$ cat src/rtl/adprp_pkg.sv
package adprp_pkg;

  // array shape
  localparam int ADDR_W = 12;
  localparam int DATA_W = 8;

  // clock and pin timing, slowest grade
  localparam int CLK_NS  = 100;
  localparam int WP_NS   = 60;  // minimum write pulse
  localparam int TAA_NS  = 70;  // address and select access
  localparam int THZ_NS  = 30;  // output turn-off after deselect
  localparam int TDH_NS  = 3;   // data hold after write end
  localparam int PTP_NS  = 90;  // port-to-port write-to-read delay

  // least times round up, never below one cycle
  localparam int WP_CYC  = ((WP_NS + CLK_NS - 1) / CLK_NS) < 1 ? 1 : (WP_NS + CLK_NS - 1) / CLK_NS;
  localparam int TAA_CYC = ((TAA_NS + CLK_NS - 1) / CLK_NS) < 1 ? 1
                           : (TAA_NS + CLK_NS - 1) / CLK_NS;
  localparam int THZ_CYC = ((THZ_NS + CLK_NS - 1) / CLK_NS) < 1 ? 1
                           : (THZ_NS + CLK_NS - 1) / CLK_NS;
  localparam int TDH_CYC = ((TDH_NS + CLK_NS - 1) / CLK_NS) < 1 ? 1
                           : (TDH_NS + CLK_NS - 1) / CLK_NS;
  localparam int PTP_CYC = ((PTP_NS + CLK_NS - 1) / CLK_NS) < 1 ? 1
                           : (PTP_NS + CLK_NS - 1) / CLK_NS;

  localparam int CNT_W = 4;

  // per-port sequencer states
  typedef enum logic [5:0] {
    ST_IDLE  = 6'h01,
    ST_SETUP = 6'h02,
    ST_WPUL  = 6'h04,
    ST_WHOLD = 6'h08,
    ST_RACC  = 6'h10,
    ST_TURN  = 6'h20
  } adprp_state_t;

endpackage : adprp_pkg

$ cat src/rtl/adprp_port_seq.sv
`timescale 1ns/1ns
`default_nettype none
module adprp_port_seq #(
  parameter int AW = 12,
  parameter int DW = 8
) (
  // clock and reset
  input  wire logic          ref_clk,
  input  wire logic          srst,
  // user request side
  input  wire logic          req,
  input  wire logic          we,
  input  wire logic [AW-1:0] addr,
  input  wire logic [DW-1:0] wdata,
  input  wire logic          go,
  output logic               ready,
  output logic               done,
  output logic [DW-1:0]      rdata,
  // status toward the arbiter
  output logic               busy,
  output logic               is_write,
  // ram pins
  output logic               pin_sel_n,
  output logic               pin_rw,
  output logic               pin_oe_n,
  output logic [AW-1:0]      pin_addr,
  output logic [DW-1:0]      pin_data_out,
  output logic               pin_data_oe_n,
  input  wire logic [DW-1:0] pin_data_in
);

  ////////////////////////////////////////////////////////////////////////////
  adprp_pkg::adprp_state_t state;
  adprp_pkg::adprp_state_t next_state;
  logic [adprp_pkg::CNT_W-1:0] cnt;
  logic [adprp_pkg::CNT_W-1:0] next_cnt;

  localparam logic [adprp_pkg::CNT_W-1:0] WP_LD  = adprp_pkg::CNT_W'(adprp_pkg::WP_CYC - 1);
  localparam logic [adprp_pkg::CNT_W-1:0] TAA_LD = adprp_pkg::CNT_W'(adprp_pkg::TAA_CYC - 1);
  localparam logic [adprp_pkg::CNT_W-1:0] THZ_LD = adprp_pkg::CNT_W'(adprp_pkg::THZ_CYC - 1);
  localparam logic [adprp_pkg::CNT_W-1:0] TDH_LD = adprp_pkg::CNT_W'(adprp_pkg::TDH_CYC - 1);

  wire idle    = (state == adprp_pkg::ST_IDLE);
  wire cnt_end = (cnt == '0);
  wire start   = idle && req && go;
  wire capture = (state == adprp_pkg::ST_RACC) && cnt_end;

  // handshake and status
  assign ready    = idle && go;
  assign busy     = !idle;
  assign done     = ((state == adprp_pkg::ST_WHOLD) || (state == adprp_pkg::ST_TURN)) && cnt_end;

  // pins straight from the state register; output enable only low in a read,
  // so the ram never drives during a write and the short pulse is enough
  assign pin_sel_n     = !((state == adprp_pkg::ST_WPUL) || (state == adprp_pkg::ST_RACC));
  assign pin_rw        = (state != adprp_pkg::ST_WPUL);
  assign pin_oe_n      = (state != adprp_pkg::ST_RACC);
  assign pin_data_oe_n = !((state == adprp_pkg::ST_WPUL) || (state == adprp_pkg::ST_WHOLD));

  // next state; address is set up a cycle early with select and rw high
  always_comb begin
    next_state = state;
    next_cnt   = cnt_end ? cnt : cnt - 1'b1;
    unique case (state)
      adprp_pkg::ST_IDLE: begin
        if (start) next_state = adprp_pkg::ST_SETUP;
      end
      adprp_pkg::ST_SETUP: begin
        // on a write, select and rw fall together so outputs stay off
        next_state = is_write ? adprp_pkg::ST_WPUL : adprp_pkg::ST_RACC;
        next_cnt   = is_write ? WP_LD : TAA_LD;
      end
      adprp_pkg::ST_WPUL: begin
        if (cnt_end) begin
          next_state = adprp_pkg::ST_WHOLD;
          next_cnt   = TDH_LD;
        end
      end
      adprp_pkg::ST_RACC: begin
        if (cnt_end) begin
          next_state = adprp_pkg::ST_TURN;
          next_cnt   = THZ_LD;
        end
      end
      adprp_pkg::ST_WHOLD, adprp_pkg::ST_TURN: begin
        if (cnt_end) next_state = adprp_pkg::ST_IDLE;
      end
      default: next_state = adprp_pkg::ST_IDLE;
    endcase
  end

  // state, counter, latched request, captured read data
  always_ff @(posedge ref_clk) begin
    if (srst) begin
      state        <= adprp_pkg::ST_IDLE;
      cnt          <= '0;
      is_write     <= 1'b0;
      pin_addr     <= '0;
      pin_data_out <= '0;
      rdata        <= '0;
    end else begin
      state <= next_state;
      cnt   <= next_cnt;
      if (start) begin
        is_write     <= we;
        pin_addr     <= addr;
        pin_data_out <= wdata;
      end
      if (capture) rdata <= pin_data_in;
    end
  end
endmodule : adprp_port_seq
`default_nettype wire

$ cat src/rtl/adprp_host.sv
`timescale 1ns/1ns
`default_nettype none
module adprp_host #(
  parameter int AW = adprp_pkg::ADDR_W,
  parameter int DW = adprp_pkg::DATA_W
) (
  // clock and reset
  input  wire logic          ref_clk,
  input  wire logic          srst,
  // left user port
  input  wire logic          left_req,
  input  wire logic          left_we,
  input  wire logic [AW-1:0] left_addr,
  input  wire logic [DW-1:0] left_wdata,
  output logic               left_ready,
  output logic               left_done,
  output logic [DW-1:0]      left_rdata,
  // right user port
  input  wire logic          right_req,
  input  wire logic          right_we,
  input  wire logic [AW-1:0] right_addr,
  input  wire logic [DW-1:0] right_wdata,
  output logic               right_ready,
  output logic               right_done,
  output logic [DW-1:0]      right_rdata,
  // left ram pins
  output logic               left_port_select_n,
  output logic               left_rw,
  output logic               left_oe_n,
  output logic [AW-1:0]      left_port_address,
  output logic [DW-1:0]      left_port_data_bus_out,
  output logic               left_port_data_bus_oe_n,
  input  wire logic [DW-1:0] left_port_data_bus_in,
  // right ram pins
  output logic               right_port_select_n,
  output logic               right_rw,
  output logic               right_oe_n,
  output logic [AW-1:0]      right_port_address,
  output logic [DW-1:0]      right_port_data_bus_out,
  output logic               right_port_data_bus_oe_n,
  input  wire logic [DW-1:0] right_port_data_bus_in,
  // power status
  output logic               left_standby,
  output logic               right_standby,
  output logic               full_power_down
);

  ////////////////////////////////////////////////////////////////////////////
  // clash test: same location with at least one writer
  function automatic logic addr_clash(input logic [AW-1:0] a, input logic [AW-1:0] b,
                                      input logic wa, input logic wb);
    addr_clash = (a == b) && (wa || wb);
  endfunction : addr_clash

  // settle window in cycles; loads the full count so a zero count means free
  localparam logic [adprp_pkg::CNT_W-1:0] PTP_LD = adprp_pkg::CNT_W'(adprp_pkg::PTP_CYC);

  // engine status and settle bookkeeping
  logic left_busy;
  logic right_busy;
  logic left_is_write;
  logic right_is_write;
  logic left_go;
  logic right_go;
  logic [adprp_pkg::CNT_W-1:0] left_hold;
  logic [adprp_pkg::CNT_W-1:0] right_hold;
  logic [AW-1:0] left_hold_addr;
  logic [AW-1:0] right_hold_addr;

  ////////////////////////////////////////////////////////////////////////////
  // the ram has no arbitration, so this side keeps the ports apart;
  // left wins a same-cycle tie, which can starve right under heavy traffic
  wire left_busy_clash  = right_busy && addr_clash(left_addr, right_port_address,
                                                   left_we, right_is_write);
  wire right_busy_clash = left_busy && addr_clash(right_addr, left_port_address,
                                                  right_we, left_is_write);
  wire left_start       = left_req && left_ready;
  wire right_start_w    = right_req && right_ready;
  wire right_tie        = left_start && addr_clash(right_addr, left_addr,
                                                   right_we, left_we);
  // a freshly written location is held off the other port until it settles
  wire left_settling    = (right_hold != '0) && (right_hold_addr == left_addr);
  wire right_settling   = (left_hold != '0) && (left_hold_addr == right_addr);

  assign left_go  = !left_busy_clash && !left_settling;
  assign right_go = !right_busy_clash && !right_tie && !right_settling;

  // standby whenever a port is deselected; both means full power-down
  assign left_standby    = left_port_select_n;
  assign right_standby   = right_port_select_n;
  assign full_power_down = left_port_select_n && right_port_select_n;

  ////////////////////////////////////////////////////////////////////////////
  // port-to-port settle counters, loaded as a write ends
  always_ff @(posedge ref_clk) begin
    if (srst) begin
      left_hold       <= '0;
      right_hold      <= '0;
      left_hold_addr  <= '0;
      right_hold_addr <= '0;
    end else begin
      left_hold  <= (left_done && left_is_write) ? PTP_LD
                    : (left_hold != '0) ? left_hold - 1'b1 : left_hold;
      right_hold <= (right_done && right_is_write) ? PTP_LD
                    : (right_hold != '0) ? right_hold - 1'b1 : right_hold;
      if (left_done && left_is_write) left_hold_addr <= left_port_address;
      if (right_done && right_is_write) right_hold_addr <= right_port_address;
    end
  end

  ////////////////////////////////////////////////////////////////////////////
  // two identical, independent port engines
  adprp_port_seq #(.AW(AW), .DW(DW)) u_left (
    .ref_clk       (ref_clk),
    .srst          (srst),
    .req           (left_req),
    .we            (left_we),
    .addr          (left_addr),
    .wdata         (left_wdata),
    .go            (left_go),
    .ready         (left_ready),
    .done          (left_done),
    .rdata         (left_rdata),
    .busy          (left_busy),
    .is_write      (left_is_write),
    .pin_sel_n     (left_port_select_n),
    .pin_rw        (left_rw),
    .pin_oe_n      (left_oe_n),
    .pin_addr      (left_port_address),
    .pin_data_out  (left_port_data_bus_out),
    .pin_data_oe_n (left_port_data_bus_oe_n),
    .pin_data_in   (left_port_data_bus_in)
  );

  adprp_port_seq #(.AW(AW), .DW(DW)) u_right (
    .ref_clk       (ref_clk),
    .srst          (srst),
    .req           (right_req),
    .we            (right_we),
    .addr          (right_addr),
    .wdata         (right_wdata),
    .go            (right_go),
    .ready         (right_ready),
    .done          (right_done),
    .rdata         (right_rdata),
    .busy          (right_busy),
    .is_write      (right_is_write),
    .pin_sel_n     (right_port_select_n),
    .pin_rw        (right_rw),
    .pin_oe_n      (right_oe_n),
    .pin_addr      (right_port_address),
    .pin_data_out  (right_port_data_bus_out),
    .pin_data_oe_n (right_port_data_bus_oe_n),
    .pin_data_in   (right_port_data_bus_in)
  );

  ////////////////////////////////////////////////////////////////////////////
  // host-level view of the same hazards; the engines cannot see each other,
  // so only this level can tell a real overlap on the shared array
  localparam int PTP_DLY = adprp_pkg::PTP_CYC;
endmodule : adprp_host
`default_nettype wire

$ cat config.mk
export PLATFORM = sky130hd
export DESIGN_NAME = adprp_host
export DESIGN_NICKNAME = d
export VERILOG_FILES = /design/src/rtl/adprp_pkg.sv /design/src/rtl/adprp_port_seq.sv /design/src/rtl/adprp_host.sv
export SDC_FILE = /design/constraint.sdc
export NUM_CORES = 1
export LEC_CHECK = 0
export BUFFER_PORTS_ARGS = -buffer_cell sky130_fd_sc_hd__buf_4
export CORE_AREA = 4 4 144 146
export CTS_BUF_LIST = sky130_fd_sc_hd__clkbuf_16
export DETAILED_ROUTE_END_ITERATION = 8
export DIE_AREA = 0 0 148 150
export PLACE_DENSITY_LB_ADDON = 0.12
export SLEW_MARGIN = 25
export SYNTH_ARGS = -nofsm -noshare
export SYNTH_HDL_FRONTEND = slang
export SYNTH_SLANG_ARGS = --single-unit
$ cat constraint.sdc
create_clock -name ref_clk -period 6.2 [get_ports ref_clk]
set_input_delay 1.24 -clock ref_clk [delete_from_list [all_inputs] [get_ports ref_clk]]
set_output_delay 1.24 -clock ref_clk [all_outputs]
set_load 0.05 [all_outputs]
==> results.tsv <==
stage	metric	value	unit
final_layout	diodes	0	
synth	ys_ff_latch	110	
critical_path	r2r-start	left_hold[0]	
place	placed_cell_area	0.00636	mm2
synth	synth.avg_cell_area	8.71	um2
hold_path	hp-class	flop to flop	
critical_path	r2r_end	u_right.is_write	
floorplan	initial_utilization	26.7	%
grt	grt_start_max_net_pins	79	
timing	finalSetupTns	0	ns
synth	synth_area	0.00518	mm2
synth	synth_seq_area_share	42.5	%
final_layout	final_cell_mix	buf_4, dfxtp_1, nor2_1, nand2_1, a21oi_1	
synth	synth_cell_type_count	40	
timing	rsz0062_at_grt	no	
final_layout	utilization	34.2	%
floorplan	core	0.0194	mm2
route	drc	0	
pwr	p_leak	2.86	nW
grt	grt_usage	14.5	%
cts	clock-sinks	110	
critical_path	cp-start-kind	primary input	
cts	root_buffer	clkbuf_16	
route	wirelength	16.2	mm
timing	slew-limit-headroom	28.7	%
cts	postCtsSetupBuffers	0	
route	drt_iter0_drc	135	
critical_path	crit_path_max_fanout	4	
critical_path	startpoint	left_addr[7]	
timing	slew_violations	0	
final_layout	syn_to_final_growth	28.0	%
route	num_vias	4538	
timing	hold_viol	0	
critical_path	r2r_slack	3.25	ns
place	dp_hpwl	12.1	mm
grt	antenna_found_initial	0	
floorplan	die_h	150	um
final_layout	nets	776	
final_layout	final_area	0.00663	mm2
timing	tightestPinTransition	1.06	ns
synth	synth_fp_nets	665	
cts	hold_buffers	0	
final_layout	drive_gt1_share	22.5	%
cts	ctsResizeCount	0	
critical_path	cp.required	4.96	ns
critical_path	worstSetupEndpointType	output port	
synth	yosysWarnings	0	
floorplan	pin_count	133	
cts	cts_tree	done	
floorplan	row_count	51	
hold_path	whs_path_depth	2	
floorplan	die-area	0.0222	mm2
synth	yosys.area.top_type	dfxtp_1	
cts	clock_latency	0.36	ns
route	wl_per_cell	16.6	um
grt	grt_pass1_wl	25.3	mm
place	place_congestion	0.830	
critical_path	r2r_cells	8	
outcome	status	completed	
hold_path	min_from	left_hold_addr[0]	
timing	setup_violations	0	
final_layout	layout_commonest_cell	buf_4	
critical_path	crit_arrival	2.73	ns
timing	fin_skew	0.00793	ns
pwr	ir_worst_vdd	0.000133	V
final_layout	multiInputGateArea	0.00275	mm2
timing	max_freq	252	MHz
cts	cts.path.max_buffers	2	
timing	post-route-period-util	64.1	%
final_layout	seq_area	0.00220	mm2
place	dp.cells	960	
cts	clk_pin_slew	0.07	ns
route	vias_per_cell	4.65	
critical_path	critPathKind	primary input to output port	
grt	grt_pass1_vias	4552	
floorplan	die_w	148	um
hold_path	hold-path-endpoint	left_hold_addr[0]	
final_layout	instances_no_fill	976	
grt	grt-ovfl-total	0	
cts	cts.htree.levels	3	
timing	final.min_clock_period	3.97	ns
synth	synth_top_area_share	42.5	%
final_layout	fill_cells	2049	
run	cap_violations	0	
place	port_buffers	132	
route	antenna_left	0	
cts	cts_buffers	9	
synth	synth_cells	595	
pwr	powerDensity	374	mW/mm2
route	drtPass1Iterations	4	
synth	ys_top_cells_by_area	dfxtp_1, xor2_1, mux2i_1	
-- power by group --
group          leakage [nW]  internal [W]  switching (W)  total (W)
Combinational          1.83      0.000371       0.000623   0.000994
Clock                 0.135      0.000274       0.000281   0.000555
Sequential            0.897      0.000817       0.000111   0.000928
Total                  2.86       0.00146        0.00101    0.00248
-- area by class of cell --
class | instances | share of cell area [%]
multi-input combinational | 434 | 41.4
sequential | 110 | 33.2
timing repair buffer | 136 | 15.4
tap | 265 | 5.00
clock buffer | 9 | 3.40
inverter | 15 | 0.849
clock inverter | 7 | 0.717
-- per-stage QoR --
stage | hold WS (ns) | setup slack (ns) | power [W]
final | 0.469 | 2.23 | 0.00248
after global routing | 0.494 | 2.12 | 0.00263
after CTS | 0.469 | 2.21 | 0.00251
after detailed placement | 0.459 | 2.21 | 0.00194
after global placement | 0.454 | 2.22 | 0.00192
after floorplan | 0.448 | 2.43 | 0.00165
-- per-layer routing --
metal  wire length (um)  vias up  GRT usage, %
met5                  0        -             0
li1                   -     2269             -
met4                265        0          3.93
met1               7640     2133          19.9
met3                836       23          4.00
met2               7490      113          22.7
-- synth_stat cells --
| cell | n |
|---|---|
| a21oi_1 | 54 |
| a21oi_2 | 1 |
| a311oi_1 | 2 |
| a31oi_1 | 2 |
| a32o_1 | 4 |
| and2_1 | 4 |
| and3_1 | 6 |
| and4_1 | 2 |
| and4b_1 | 2 |
| buf_2 | 6 |
| buf_4 | 2 |
| buf_6 | 3 |
| clkbuf_1 | 23 |
| clkbuf_2 | 2 |
| dfxtp_1 | 110 |
| ha_1 | 8 |
| inv_1 | 15 |
| mux2_2 | 1 |
| mux2i_1 | 40 |
| nand2_1 | 58 |
| nand2b_1 | 1 |
| nand3_1 | 30 |
| nand3b_1 | 3 |
| nand4_1 | 7 |
| nand4b_1 | 1 |
| nor2_1 | 59 |
| nor2b_1 | 2 |
| nor3_1 | 17 |
| nor3b_1 | 3 |
| nor3b_2 | 2 |
| nor4_1 | 14 |
| nor4_2 | 4 |
| nor4b_1 | 1 |
| o21ai_0 | 26 |
| o31ai_1 | 2 |
| or2_2 | 2 |
| or3_1 | 1 |
| or4b_1 | 2 |
| xnor2_1 | 20 |
| xor2_1 | 53 |
-- cell families after synthesis --
family                     Yosys count  share of synthesized area, %
and+or+nand+nor                    221                          21.3
AOI/OAI and AO/OA                   91                          9.54
buffers and inverters               51                          4.47
xor gates and xnor gates            73                          12.3
muxes                               41                          7.95
adders and majority gates            8                          1.93
DFF                                110                          42.5
-- registers in the layout, summed over array words and instances (netlist names) --
signal,cells
left_hold,4
left_hold_addr,12
right_hold,4
right_hold_addr,12
u_left.cnt,4
u_left.is_write,1
u_left.pin_addr,12
u_left.pin_data_out,8
u_left.rdata,8
u_left.state,6
u_right.cnt,4
u_right.is_write,1
u_right.pin_addr,12
u_right.pin_data_out,8
u_right.rdata,8
u_right.state,6
-- worst max path at each step --
| stage | end | slack (ns) | cells after the start |
|---|---|---|---|
| 6_report | right_ready | 2.23 | 7 |
| 5_1_grt | right_ready | 2.12 | 7 |
| 4_1_cts | right_ready | 2.21 | 7 |
| 3_5_place_dp | right_ready | 2.21 | 7 |
| 3_3_place_gp | right_ready | 2.22 | 7 |
| 2_1_floorplan | right_ready | 2.43 | 5 |
-- worst max-delay path, stage by stage --
cell and delay (ns):
buf_4 0.14, xor2_1 0.17, a311oi_1 0.36, nand4_1 0.23
nand4_1 0.15, and4b_1 0.23, buf_4 0.21
Note: power is estimated with default switching activity, not from simulation.
